### config.mk
export PLATFORM = sky130hd
export DESIGN_NAME = actrx_top
export DESIGN_NICKNAME = d
export VERILOG_FILES = /design/src/actrx_pkg.sv /design/src/actrx_top.sv
export VERILOG_INCLUDE_DIRS = /design/src /design/src/src
export SDC_FILE = /design/constraint.sdc
export NUM_CORES = 1
export LEC_CHECK = 0
export ABC_AREA = 1
export BUFFER_PORTS_ARGS = -buffer_cell sky130_fd_sc_hd__buf_2
export CAP_MARGIN = 5
export CORE_MARGIN = 2
export CORE_UTILIZATION = 59
export DETAILED_ROUTE_END_ITERATION = 12
export PLACE_DENSITY = 0.88
export REMOVE_ABC_BUFFERS = 1
export SLEW_MARGIN = 30
export SYNTH_ARGS = -nofsm -noshare
export SYNTH_HDL_FRONTEND = slang
export SYNTH_SLANG_ARGS = --single-unit
### constraint.sdc
create_clock -name clock_in -period 3.3 [get_ports clock_in]
set_input_delay 0.495 -clock clock_in [delete_from_list [all_inputs] [get_ports clock_in]]
set_output_delay 0.495 -clock clock_in [all_outputs]
set_load 0.05 [all_outputs]
### src/actrx_defines.svh
// Register map, field positions, reset values and timer constants for the serial channel block
`ifndef ACTRX_DEFINES_SVH
`define ACTRX_DEFINES_SVH

// Register indices; byte address is four times the index
`define ACTRX_IDX_MODE      8'h20
`define ACTRX_IDX_TIMER     8'h23
`define ACTRX_IDX_RESUME    8'h24
`define ACTRX_IDX_CFG       8'h28
`define ACTRX_IDX_ISR       8'h29
`define ACTRX_IDX_IMR       8'h2a
`define ACTRX_IDX_STAT      8'h2b
`define ACTRX_IDX_BAUD      8'h2c

// Mode register fields
`define ACTRX_MODE_LOOP     0
`define ACTRX_MODE_TRS      1
`define ACTRX_MODE_RTS      2
`define ACTRX_MODE_RAC      3
`define ACTRX_MODE_INBAND_FLOW_ENABLE     4

// Configuration register fields
`define ACTRX_CFG_MCE       0
`define ACTRX_CFG_CRYSTAL_DIVIDE_SELECT      1
`define ACTRX_CFG_LEN_LO    2
`define ACTRX_CFG_LEN_HI    3
`define ACTRX_CFG_PAR_EN    4

// Interrupt status and mask fields
`define ACTRX_INT_TIMER     0
`define ACTRX_INT_RESUME    1

// Timer period field layout
`define ACTRX_TMR_VAL_HI    4
`define ACTRX_TMR_CNT_LO    5
`define ACTRX_TMR_CNT_HI    7
`define ACTRX_TMR_PERIODIC  3'h7

// Timer factor k minus one
`define ACTRX_K_COARSE_M1   15'h7fff
`define ACTRX_K_FINE_M1     15'h01ff

// Oversampling factor of the baud generator, minus one
`define ACTRX_OVS_M1        4'hf

// Reset values
`define ACTRX_RST_MODE      8'h00
`define ACTRX_RST_TIMER     8'h00
`define ACTRX_RST_RESUME    8'h00
`define ACTRX_RST_CFG       8'h00
`define ACTRX_RST_BAUD      8'h00

// Bus responses
`define ACTRX_RESP_OKAY     2'h0
`define ACTRX_RESP_SLVERR   2'h2

`endif

### src/actrx_pkg.sv
// Types shared by the serial channel timer, request-to-send and resume-character block
`default_nettype none
package actrx_pkg;
	typedef enum logic [0:0] {
		ACTRX_TMR_IDLE = 1'b0,
		ACTRX_TMR_RUN  = 1'b1
	} actrx_tmr_state_t;
endpackage : actrx_pkg
`default_nettype wire

### src/actrx_top.sv
// Serial channel control: request-to-send, test loop, timer, baud ticks, resume character
`default_nettype none
`include "actrx_defines.svh"

// Contract
// RULE_01 - Control bit clear: send request follows transmission
// RULE_02 - Control bit set: send request held active
// RULE_03 - Resolution bit picks k 32768 or 512
// RULE_04 - Test loop feeds transmitter into own receiver
// RULE_05 - First period is k times (value+1)
// RULE_06 - Second period adds 32*k*multiplier; interrupt then
// RULE_07 - Multiplier seven: interrupt at every first period
// RULE_08 - No master clock: timer runs on transmit clock
// RULE_09 - Master clock, no divide: timer on crystal
// RULE_10 - Master clock, divide set: crystal over four
// RULE_11 - Crystal drives baud generator with 16x oversample
// RULE_12 - Resume compare uses character length, right-justified
// RULE_13 - Match needs framing, unmasked bits, correct parity
// RULE_14 - Resume characters still go to receive FIFO
// RULE_15 - Recognition sets dedicated resume interrupt flag
// RULE_16 - Flow control on: resume restarts stopped transmitter
module actrx_top
	import actrx_pkg::*;
(
	input  wire logic        clock_in,
	input  wire logic        rst_b_in,
	// AXI4-Lite slave
	input  wire logic [7:0]  s_axi_awaddr_in,
	input  wire logic        s_axi_awvalid_in,
	output logic             s_axi_awready_out,
	input  wire logic [31:0] s_axi_wdata_in,
	input  wire logic [3:0]  s_axi_wstrb_in,
	input  wire logic        s_axi_wvalid_in,
	output logic             s_axi_wready_out,
	output logic [1:0]       s_axi_bresp_out,
	output logic             s_axi_bvalid_out,
	input  wire logic        s_axi_bready_in,
	input  wire logic [7:0]  s_axi_araddr_in,
	input  wire logic        s_axi_arvalid_in,
	output logic             s_axi_arready_out,
	output logic [31:0]      s_axi_rdata_out,
	output logic [1:0]       s_axi_rresp_out,
	output logic             s_axi_rvalid_out,
	input  wire logic        s_axi_rready_in,
	// Transmitter side
	input  wire logic        tx_busy_in,
	input  wire logic        tx_serial_in,
	input  wire logic        tx_clk_tick_in,
	input  wire logic        stop_char_in,
	output logic             tx_line_out,
	output logic             tx_enable_out,
	output logic             rts_b_out,
	// Receiver side
	input  wire logic        rx_line_in,
	output logic             rx_serial_out,
	output logic             rx_active_out,
	input  wire logic        rx_char_valid_in,
	input  wire logic [7:0]  rx_char_in,
	input  wire logic        rx_frame_ok_in,
	input  wire logic        rx_parity_ok_in,
	output logic             rx_fifo_wr_out,
	output logic [7:0]       rx_fifo_data_out,
	// Baud generator ticks
	output logic             sample_tick_out,
	output logic             bit_tick_out,
	// Interrupt
	output logic             irq_out
);

	logic [7:0]       mode_r;
	logic [7:0]       timer_set_r;
	logic [7:0]       resume_r;
	logic [7:0]       cfg_r;
	logic [7:0]       baud_r;
	logic [1:0]       isr_r;
	logic [1:0]       imr_r;
	logic [1:0]       isr_nxt;

	logic             aw_hold_r;
	logic [7:0]       aw_addr_r;
	logic             w_hold_r;
	logic [31:0]      w_data_r;
	logic             w_strb0_r;
	logic             wr_do;
	logic [7:0]       wr_idx;
	logic             ar_take;
	logic [7:0]       rd_idx;
	logic [31:0]      rd_data;
	logic             rd_ok;
	logic             wr_ok;

	logic             xoff_state_r;
	logic             resume_hit;
	logic [7:0]       len_mask;

	logic [1:0]       xtal_div_r;
	logic             tmr_tick;
	actrx_tmr_state_t tmr_state_r;
	logic [14:0]      tmr_pre_r;
	logic [7:0]       tmr_units_r;
	logic [7:0]       tmr_units_nxt;
	logic [14:0]      k_m1;
	logic [7:0]       t1_units;
	logic [7:0]       t2_units;
	logic             tmr_periodic;
	logic             tmr_fire_r;

	logic [7:0]       baud_cnt_r;
	logic [3:0]       ovs_cnt_r;

	assign wr_idx = {2'h0, aw_addr_r[7:2]};
	assign rd_idx = {2'h0, s_axi_araddr_in[7:2]};
	assign wr_do  = aw_hold_r & w_hold_r & ~s_axi_bvalid_out;
	assign ar_take = s_axi_arvalid_in & s_axi_arready_out;

	// Write address channel
	always_ff @(posedge clock_in) begin
		if (!rst_b_in) begin
			aw_hold_r         <= 1'b0;
			aw_addr_r         <= 8'h00;
			s_axi_awready_out <= 1'b0;
		end else if (s_axi_awvalid_in && s_axi_awready_out) begin
			aw_hold_r         <= 1'b1;
			aw_addr_r         <= s_axi_awaddr_in;
			s_axi_awready_out <= 1'b0;
		end else if (wr_do) begin
			aw_hold_r         <= 1'b0;
			s_axi_awready_out <= 1'b1;
		end else if (!aw_hold_r) begin
			s_axi_awready_out <= 1'b1;
		end
	end

	// Write data channel
	always_ff @(posedge clock_in) begin
		if (!rst_b_in) begin
			w_hold_r         <= 1'b0;
			w_data_r         <= 32'h0000_0000;
			w_strb0_r        <= 1'b0;
			s_axi_wready_out <= 1'b0;
		end else if (s_axi_wvalid_in && s_axi_wready_out) begin
			w_hold_r         <= 1'b1;
			w_data_r         <= s_axi_wdata_in;
			w_strb0_r        <= s_axi_wstrb_in[0];
			s_axi_wready_out <= 1'b0;
		end else if (wr_do) begin
			w_hold_r         <= 1'b0;
			s_axi_wready_out <= 1'b1;
		end else if (!w_hold_r) begin
			s_axi_wready_out <= 1'b1;
		end
	end

	always_comb begin
		unique case (wr_idx)
			`ACTRX_IDX_MODE, `ACTRX_IDX_TIMER, `ACTRX_IDX_RESUME, `ACTRX_IDX_CFG,
			`ACTRX_IDX_IMR, `ACTRX_IDX_BAUD, `ACTRX_IDX_ISR, `ACTRX_IDX_STAT: wr_ok = 1'b1;
			default: wr_ok = 1'b0;
		endcase
	end

	// Write response
	always_ff @(posedge clock_in) begin
		if (!rst_b_in) begin
			s_axi_bvalid_out <= 1'b0;
			s_axi_bresp_out  <= `ACTRX_RESP_OKAY;
		end else if (wr_do) begin
			s_axi_bvalid_out <= 1'b1;
			s_axi_bresp_out  <= wr_ok ? `ACTRX_RESP_OKAY : `ACTRX_RESP_SLVERR;
		end else if (s_axi_bready_in) begin
			s_axi_bvalid_out <= 1'b0;
		end
	end

	// Software-written registers; status and interrupt status ignore writes
	always_ff @(posedge clock_in) begin
		if (!rst_b_in) begin
			mode_r      <= `ACTRX_RST_MODE;
			timer_set_r <= `ACTRX_RST_TIMER;
			resume_r    <= `ACTRX_RST_RESUME;
			cfg_r       <= `ACTRX_RST_CFG;
			baud_r      <= `ACTRX_RST_BAUD;
			imr_r       <= 2'h0;
		end else if (wr_do && w_strb0_r) begin
			unique case (wr_idx)
				`ACTRX_IDX_MODE:   mode_r      <= w_data_r[7:0];
				`ACTRX_IDX_TIMER:  timer_set_r <= w_data_r[7:0];
				`ACTRX_IDX_RESUME: resume_r    <= w_data_r[7:0];
				`ACTRX_IDX_CFG:    cfg_r       <= w_data_r[7:0];
				`ACTRX_IDX_BAUD:   baud_r      <= w_data_r[7:0];
				`ACTRX_IDX_IMR:    imr_r       <= w_data_r[1:0];
				default: ;
			endcase
		end
	end

	always_comb begin
		rd_ok   = 1'b1;
		rd_data = 32'h0000_0000;
		unique case (rd_idx)
			`ACTRX_IDX_MODE:   rd_data[7:0] = mode_r;
			`ACTRX_IDX_TIMER:  rd_data[7:0] = timer_set_r;
			`ACTRX_IDX_RESUME: rd_data[7:0] = resume_r;
			`ACTRX_IDX_CFG:    rd_data[7:0] = cfg_r;
			`ACTRX_IDX_BAUD:   rd_data[7:0] = baud_r;
			`ACTRX_IDX_ISR:    rd_data[1:0] = isr_r;
			`ACTRX_IDX_IMR:    rd_data[1:0] = imr_r;
			`ACTRX_IDX_STAT:   rd_data[2:0] = {tmr_state_r == ACTRX_TMR_RUN, xoff_state_r,
				~rts_b_out};
			default:           rd_ok = 1'b0;
		endcase
	end

	// Read channel: one read at a time, answer one cycle after address is taken
	always_ff @(posedge clock_in) begin
		if (!rst_b_in) begin
			s_axi_arready_out <= 1'b0;
			s_axi_rvalid_out  <= 1'b0;
			s_axi_rdata_out   <= 32'h0000_0000;
			s_axi_rresp_out   <= `ACTRX_RESP_OKAY;
		end else if (ar_take) begin
			s_axi_arready_out <= 1'b0;
			s_axi_rvalid_out  <= 1'b1;
			s_axi_rdata_out   <= rd_data;
			s_axi_rresp_out   <= rd_ok ? `ACTRX_RESP_OKAY : `ACTRX_RESP_SLVERR;
		end else if (s_axi_rvalid_out && s_axi_rready_in) begin
			s_axi_rvalid_out  <= 1'b0;
			s_axi_arready_out <= 1'b1;
		end else if (!s_axi_rvalid_out) begin
			s_axi_arready_out <= 1'b1;
		end
	end

	// Interrupt status: read clears, a new event in the same cycle wins
	always_comb begin
		isr_nxt = isr_r;
		if (ar_take && rd_idx == `ACTRX_IDX_ISR) begin
			isr_nxt = 2'h0;
		end
		if (tmr_fire_r) begin
			isr_nxt[`ACTRX_INT_TIMER] = 1'b1; // RULE_06
		end
		if (resume_hit) begin
			isr_nxt[`ACTRX_INT_RESUME] = 1'b1; // RULE_15
		end
	end

	always_ff @(posedge clock_in) begin
		if (!rst_b_in) begin
			isr_r   <= 2'h0;
			irq_out <= 1'b0;
		end else begin
			isr_r   <= isr_nxt;
			irq_out <= |(isr_nxt & imr_r);
		end
	end

	// Request to send, active low at the pin
	always_ff @(posedge clock_in) begin
		if (!rst_b_in) begin
			rts_b_out <= 1'b1;
		end else if (mode_r[`ACTRX_MODE_RTS]) begin
			rts_b_out <= 1'b0; // RULE_02
		end else begin
			rts_b_out <= ~tx_busy_in; // RULE_01
		end
	end

	// Test loop: transmitter feeds own receiver, line held idle
	always_ff @(posedge clock_in) begin
		if (!rst_b_in) begin
			tx_line_out   <= 1'b1;
			rx_serial_out <= 1'b1;
			rx_active_out <= 1'b0;
		end else begin
			tx_line_out   <= mode_r[`ACTRX_MODE_LOOP] ? 1'b1 : tx_serial_in; // RULE_04
			rx_serial_out <= mode_r[`ACTRX_MODE_LOOP] ? tx_serial_in : rx_line_in; // RULE_04
			rx_active_out <= mode_r[`ACTRX_MODE_RAC];
		end
	end

	// Baud generator on the crystal clock
	always_ff @(posedge clock_in) begin
		if (!rst_b_in) begin
			baud_cnt_r      <= 8'h00;
			ovs_cnt_r       <= 4'h0;
			sample_tick_out <= 1'b0;
			bit_tick_out    <= 1'b0;
		end else if (baud_cnt_r == baud_r) begin
			baud_cnt_r      <= 8'h00;
			sample_tick_out <= 1'b1; // RULE_11
			ovs_cnt_r       <= ovs_cnt_r + 4'h1;
			bit_tick_out    <= (ovs_cnt_r == `ACTRX_OVS_M1); // RULE_11
		end else begin
			baud_cnt_r      <= baud_cnt_r + 8'h01;
			sample_tick_out <= 1'b0;
			bit_tick_out    <= 1'b0;
		end
	end

	// Crystal divided by four
	always_ff @(posedge clock_in) begin
		if (!rst_b_in) begin
			xtal_div_r <= 2'h0;
		end else begin
			xtal_div_r <= xtal_div_r + 2'h1;
		end
	end

	always_comb begin
		if (!cfg_r[`ACTRX_CFG_MCE]) begin
			tmr_tick = tx_clk_tick_in; // RULE_08
		end else if (cfg_r[`ACTRX_CFG_CRYSTAL_DIVIDE_SELECT]) begin
			tmr_tick = (xtal_div_r == 2'h3); // RULE_10
		end else begin
			tmr_tick = 1'b1; // RULE_09
		end
	end

	assign k_m1 = mode_r[`ACTRX_MODE_TRS] ? `ACTRX_K_FINE_M1 : `ACTRX_K_COARSE_M1; // RULE_03
	assign t1_units = {3'h0, timer_set_r[`ACTRX_TMR_VAL_HI:0]} + 8'h01; // RULE_05
	assign t2_units = {timer_set_r[`ACTRX_TMR_CNT_HI:`ACTRX_TMR_CNT_LO], 5'h00}
		+ t1_units; // RULE_06
	assign tmr_periodic = (timer_set_r[`ACTRX_TMR_CNT_HI:`ACTRX_TMR_CNT_LO]
		== `ACTRX_TMR_PERIODIC);
	assign tmr_units_nxt = tmr_units_r + 8'h01;

	// Timer: a write to the period register (re)starts it
	always_ff @(posedge clock_in) begin
		if (!rst_b_in) begin
			tmr_state_r <= ACTRX_TMR_IDLE;
			tmr_pre_r   <= 15'h0000;
			tmr_units_r <= 8'h00;
			tmr_fire_r  <= 1'b0;
		end else if (wr_do && w_strb0_r && wr_idx == `ACTRX_IDX_TIMER) begin
			tmr_state_r <= ACTRX_TMR_RUN;
			tmr_pre_r   <= 15'h0000;
			tmr_units_r <= 8'h00;
			tmr_fire_r  <= 1'b0;
		end else begin
			tmr_fire_r <= 1'b0;
			unique case (tmr_state_r)
				ACTRX_TMR_IDLE: ;
				ACTRX_TMR_RUN: begin
					if (tmr_tick) begin
						if (tmr_pre_r == k_m1) begin
							tmr_pre_r <= 15'h0000;
							if (tmr_periodic && tmr_units_nxt == t1_units) begin
								tmr_units_r <= 8'h00; // RULE_07
								tmr_fire_r  <= 1'b1; // RULE_07
							end else if (!tmr_periodic && tmr_units_nxt == t2_units) begin
								tmr_units_r <= 8'h00; // RULE_06
								tmr_fire_r  <= 1'b1; // RULE_06
								tmr_state_r <= ACTRX_TMR_IDLE;
							end else begin
								tmr_units_r <= tmr_units_nxt;
							end
						end else begin
							tmr_pre_r <= tmr_pre_r + 15'h0001;
						end
					end
				end
			endcase
		end
	end

	// Significant bits of the resume character by programmed length
	always_comb begin
		unique case (cfg_r[`ACTRX_CFG_LEN_HI:`ACTRX_CFG_LEN_LO])
			2'h0: len_mask = 8'h1f;
			2'h1: len_mask = 8'h3f;
			2'h2: len_mask = 8'h7f;
			2'h3: len_mask = 8'hff;
		endcase
	end

	assign resume_hit = rx_char_valid_in & rx_frame_ok_in // RULE_13
		& (rx_parity_ok_in | ~cfg_r[`ACTRX_CFG_PAR_EN]) // RULE_13
		& (((rx_char_in ^ resume_r) & len_mask) == 8'h00); // RULE_12

	// Every received character goes on to the receive FIFO
	always_ff @(posedge clock_in) begin
		if (!rst_b_in) begin
			rx_fifo_wr_out   <= 1'b0;
			rx_fifo_data_out <= 8'h00;
		end else begin
			rx_fifo_wr_out   <= rx_char_valid_in; // RULE_14
			rx_fifo_data_out <= rx_char_in; // RULE_14
		end
	end

	// In-band flow control: stop character halts, resume character restarts
	always_ff @(posedge clock_in) begin
		if (!rst_b_in) begin
			xoff_state_r  <= 1'b0;
			tx_enable_out <= 1'b1;
		end else if (!mode_r[`ACTRX_MODE_INBAND_FLOW_ENABLE]) begin
			xoff_state_r  <= 1'b0;
			tx_enable_out <= 1'b1;
		end else if (resume_hit) begin
			xoff_state_r  <= 1'b0; // RULE_16
			tx_enable_out <= 1'b1; // RULE_16
		end else if (stop_char_in) begin
			xoff_state_r  <= 1'b1;
			tx_enable_out <= 1'b0;
		end
	end

endmodule : actrx_top
`default_nettype wire
=== Word-level counts from Yosys, hierarchy flattened ===
Cells that the tools add are included.

* Register bits after elaboration: 137
* Input bits: 75
* Output and inout bits: 58
* Word-level logic and storage cells: 169

* $add $sub $neg: 7
* Equality and inequality tests: 29
* Muxes and demuxes: 41
* Bitwise logic cells: 19
* Reductions and logical operators: 35

{| class="wikitable"
|+ Operators by type and width
! operator !! count
|-
| == test 6 bit (second input constant) || 16
|-
| case mux 8 bit (4 select lines) || 1
|-
| two-way mux 1 bit || 30
|-
| two-way mux 15 bit || 2
|-
| case mux 5 bit (5 select lines) || 1
|-
| adder 8 x 1 -> 8 bit (second input constant) || 2
|-
| == test 8 bit || 2
|-
| two-way mux 8 bit || 2
|-
| case mux 2 bit (8 select lines) || 1
|-
| AND reduction 2 bit || 8
|-
| OR reduction 8 bit || 2
|-
| adder 15 x 1 -> 15 bit (second input constant) || 1
|-
| == test 15 bit || 1
|-
| OR reduction 2 bit || 7
|-
| inverter 1 bit || 9
|-
| adder 8 x 6 -> 8 bit || 1
|-
| bitwise AND 8 bit || 1
|-
| == test 8 x 6 -> 1 bit || 1
|-
| logical AND 1 bit || 8
|-
| logical NOT 8 bit || 1
|-
| nonzero test 2 bit || 4
|-
| XOR 8 bit || 1
|-
| adder 5 x 1 -> 6 bit (second input constant) || 1
|-
| bitwise AND 1 bit || 6
|-
| other kinds (16) || 22
|}

=== Logic depth before layout (Yosys ltp) ===
* Word-level depth: 10
* Gate-level depth with buffers: 13
* Mapped depth without buffers: 13

=== Worst setup path before layout ===
No wires, ideal clock.

* Path type: reg2reg
* Start: reg timer_set_r[2]
* End: reg tmr_fire_r
* Setup time: 0.065 ns
* Arrival time: 1.741 ns
* Required time: 3.235 ns
* Setup slack: 1.494 ns
* Cell stages (with the launch flop): 14
* Buffers on the path: 1
* Cells stage by stage: dfxtp_1 -> clkbuf_2 -> nand4_1 -> nor2_1 -> ha_1 -> ha_1 -> xnor2_1 -> nand3b_1 -> nand3_1 -> nor2_1 -> nand2_2 -> nand2_1 -> nand2_1 -> nor2_1

* Word-level cells in the longest chain between the ends: 6
* Elaborated cells between the ends (all ways): 8

{| class="wikitable"
|+ Ends and longest elaborated chain
! element !! line !! text
|-
| from (decl) || actrx_top.sv:71 || <nowiki>logic [7:0] timer_set_r;</nowiki>
|-
| from (signal assigned) || actrx_top.sv:179 || <nowiki>timer_set_r <= `ACTRX_RST_TIMER;</nowiki>
|-
| from (signal assigned) || actrx_top.sv:187 || <nowiki>`ACTRX_IDX_TIMER: timer_set_r <= w_data_r[7:0];</nowiki>
|-
| adder 5 x 1 -> 6 bit * || actrx_top.sv:321 || <nowiki>assign t1_units = {3'h0, timer_set_r[`ACTRX_TMR_VAL_HI:0]} + 8'h01;</nowiki>
|-
| adder 8 x 6 -> 8 bit || actrx_top.sv:322 || <nowiki>assign t2_units = {timer_set_r[`ACTRX_TMR_CNT_HI:`ACTRX_TMR_CNT_LO], 5'h00}</nowiki>
|-
| == test 8 bit || actrx_top.sv:351 || <nowiki>end else if (!tmr_periodic && tmr_units_nxt == t2_units) begin</nowiki>
|-
| logical AND 1 bit || actrx_top.sv:351 ||
|-
| two-way mux 1 bit || actrx_top.sv:351 ||
|-
| two-way mux 1 bit * || actrx_top.sv:348 || <nowiki>if (tmr_periodic && tmr_units_nxt == t1_units) begin</nowiki>
|-
| to (signal assigned) || actrx_top.sv:341 || <nowiki>tmr_fire_r <= 1'b0;</nowiki>
|-
| to (signal assigned) || actrx_top.sv:350 || <nowiki>tmr_fire_r <= 1'b1;</nowiki>
|-
| to (signal assigned) || actrx_top.sv:353 || <nowiki>tmr_fire_r <= 1'b1;</nowiki>
|-
| to (decl) || actrx_top.sv:106 || <nowiki>logic tmr_fire_r;</nowiki>
|}

Mark *: on every way between the ends. The rest lies on a longest branch, timed or not.
A chain may end at the register's enable or synchronous reset.

=== Worst setup path after layout ===
* Start: reg aw_addr_r[7]
* End: reg tmr_pre_r[7]

* Word-level cells in the longest chain between the ends: 3

{| class="wikitable"
|+ Ends and longest elaborated chain
! element !! line !! text
|-
| from (decl) || actrx_top.sv:80 || <nowiki>logic [7:0] aw_addr_r;</nowiki>
|-
| from (signal assigned) || actrx_top.sv:124 || <nowiki>aw_addr_r <= s_axi_awaddr_in;</nowiki>
|-
| == test 6 bit || - ||
|-
| logical AND 1 bit (no line) || - ||
|-
| OR reduction 2 bit (no line) || - ||
|-
| to (signal assigned) || actrx_top.sv:359 || <nowiki>tmr_pre_r <= tmr_pre_r + 15'h0001;</nowiki>
|-
| to (decl) || actrx_top.sv:99 || <nowiki>logic [14:0] tmr_pre_r;</nowiki>
|}

No other way between the ends.

==> impl_results.md <==
* Status: finished clean
* First drt pass iteration count at 6
* R2R depth at 12
* CTS tree: done
* Post-Syn Area at 6342 µm²
* Worst slew margin at 0.4043
* Antenna viol nets, final at 0
* Crit path kind: reg2reg
* Largest net degree at the start of global routing at 81
* Top cells by area, synth: dfxtp_1, nand2_1, inv_1, o21ai_0, a21oi_1
* CP startpoint kind: register
* Number of setup buffers added after CTS at 0
* I/O Pins at 133
* Critical path peak fanout at 18
* Worst-Skew Late Latency at 0.56 ns
* Max Freq at 467.9 MHz
* GR Layer Usage met1 at 0.3077
* Final Setup Violations at 0
* Total of max-cap violations at 0
* Number of global-route vias before repair at 5496
* Port Buffers at 75
* Finished Core Util at 0.6972
* Cts hold-fix bufs at 0
* Placeable Area at 10370 µm²
* Library cells used by synthesis at 49
* Area Overhead vs Synth at 13.99%
* DRC at 0
* Post-detailed-routing wire length at 15200 µm
* Layout cells sized above 1 at 0.1452
* RSZ-0062 raised after global routing: false
* CTS sink cnt at 133
* Peak supply drop at 0.4085 mV
* Total gr overflow at 0
* Max-slew violations at 0
* Std-Cell Rows at 37
* FF+latch count, synth at 133
* Most frequent cell after synthesis: nand2_1
* H-tree depth at 4
* First-pass GRT wire length at 24840 µm
* Cell taking the most area after synthesis: dfxtp_1
* GR peak layer: met2
* Post-synth top cells: nand2_1, dfxtp_1, inv_1
* Max Clock Skew at 0.009372 ns
* EDFF count, synth at 0
* Critical Path RT at 3.79 ns
* Die width at 107.7 µm
* Power density over the cells at 517.3 nW/µm²
* GRT met3 Usage at 0.07143
* Sequential area share after synthesis at 0.4198
* Worst Hold Depth at 3
* Avg WL per Cell at 13.91 µm
* Via density at 5.444
* Met2 Resource Use GR at 0.4627
* Worst-path clk slew at 0.06 ns
* Setup TNS Final at 0 ns
* First-iteration detailed-routing DRC count at 579
* Post_cts resized at 0
* Inserted Clock Buffers at 17
* Leak pwr at 0.003185 µW
* # diodes at 0
* Clock Tree Buf Depth at 2
* Syn Inst Count at 873
* Fillcell total at 866
* Clock root buffer master: clkbuf_8
* Initial core utilization at 0.6116
* Final #Nets at 1027
* Setup crit end kind: register
* Final hold vios at 0
* Most common flop cell mapped by yosys: dfxtp_1
* Total number of vias at 5950
* Min-delay worst type: in2reg
* Final Wtd Congestion at 0.9350
* Die area at 11600 µm²
* Yosys top cell area share at 0.4198
* Avg Inst Size Synth at 7.265 µm²
* Ys Warns at 0
* Critical Path AT at 2.63 ns
* Final Cycle Share at 0.6477
* GRT Util Overall at 0.2731
* Worst slew pin tran at 0.8902 ns
* Die Y at 107.7 µm
* Asr flop ratio synth at 0
* Tmin final at 2.137 ns
* Initial antenna violation count at 0
* Post-DP HPWL at 10370 µm
==> report_power, final <==
group	internal [µW]	switching [µW]
Clock	1010	749
Combinational	68.2	251
Sequential	1650	21.2
Total	2720	1020
==> state kept, by name, indices dropped and copies added, names as in the netlist, 4 cells and up <==
register / flops
s_axi_rdata_out: 8
mode_r: 8
timer_set_r: 8
ovs_cnt_r: 4
resume_r: 8
rx_fifo_data_out: 8
baud_r: 8
w_data_r: 8
tmr_units_r: 8
cfg_r: 8
tmr_pre_r: 15
aw_addr_r: 6
baud_cnt_r: 8
==> worst max-delay path: stages, from the launching register on <==
cell and delay [ns]:
dfxtp_1 0.29, inv_1 0.06, nor2_1 0.06, nand2_1 0.16, nor2_1 0.08, nand3_2 0.09, nor2_4 0.03, buf_4 0.19
nor2_2 0.49, nand2_4 0.15, inv_2 0.21, o21ai_0 0.12, a21oi_1 0.11
==> metrics by stage <==
step	hold slack, ns	setup WS, ns	cells	area, µm²	total power (µW)
floorplan	0.3992	1.403	846	6108	1921
global placement	0.4089	1.205	1060	6676	2011
detailed placement	0.4113	1.143	1060	6676	2017
CTS	0.1234	1.133	1092	7222	3744
global route	0.1461	0.8420	1093	7229	3844
finish	0.1320	1.163	1093	7229	3740
==> cell usage in the layout (no fill, tap or decap), types with 2 or more instances in the layout <==
master	synthesis	routed
nand2_1	160	160
dfxtp_1	133	133
inv_1	117	117
nor2_1	88	88
buf_2	3	75
o21ai_0	72	72
a21oi_1	71	71
nand3_1	48	48
conb_1	1	26
nand4_1	21	21
clkbuf_16	0	16
nor3_1	12	12
xor2_1	11	11
a211oi_1	10	10
o22ai_1	8	8
ha_1	8	8
or2_2	6	6
xnor2_1	5	5
nand2_2	5	5
nor4_1	4	4
clkinv_2	0	4
buf_4	30	4
nand3b_1	3	3
nor2_4	3	3
a31oi_1	3	3
nor3b_1	3	3
nor2_2	3	3
inv_6	0	3
clkinvlp_4	0	3
o21bai_1	2	2
a41oi_1	2	2
o211ai_1	2	2
a211oi_2	2	2
nand3_2	2	2
clkinv_4	0	2
==> final cells by class <==
cell class,instances,area (µm²),share of cell area
Timing Repair Buffer,79,405.4,0.05607
Inverter,119,446.7,0.06179
Sequential cell,133,2663,0.3683
Tap cell,136,170.2,0.02354
Clock inverter,14,127.6,0.01765
Multi-Input combinational cell,594,2999,0.4149
Clock buffer,18,417.9,0.05781
==> metal layers <==
layer | share of wire | wire length (µm) | vias up
li1 | - | - | 2973
met1 | 0.40 | 6060 | 2700
met3 | 0.067 | 1019 | 55
met2 | 0.49 | 7429 | 222
met4 | 0.045 | 691 | 0
met5 | 0 | 0 | -
==> cell families (layout without fill, tap and decap cells) <==
logic type / Yosys count / in the layout / share of synthesized area
AND/OR/NAND/NOR: 366 / 366 / 0.2649
AO/OA/AOI/OAI: 178 / 178 / 0.1547
buffers and inverters: 171 / 230 / 0.1221
flip-flops: 133 / 133 / 0.4198
XOR/XNOR: 16 / 16 / 0.02209
adder cells (fa/ha/maj): 8 / 8 / 0.01578
other: 1 / 26 / 0.0005913
==> worst paths after layout <==
kind	from	endpoint	slack [ns]
hold / removal	rx_char_valid_in	rx_fifo_wr_out$_SDFF_PN0_	0.13
hold reg to reg	xtal_div_r[0]$_SDFF_PN0_	xtal_div_r[0]$_SDFF_PN0_	0.43
setup reg to reg	aw_addr_r[7]$_SDFFE_PN0P_	tmr_pre_r[7]$_SDFFE_PP0P_	1.16
setup / recovery	aw_addr_r[7]$_SDFFE_PN0P_	tmr_pre_r[7]$_SDFFE_PP0P_	1.16
Note: power is estimated with default switching activity, not from simulation.
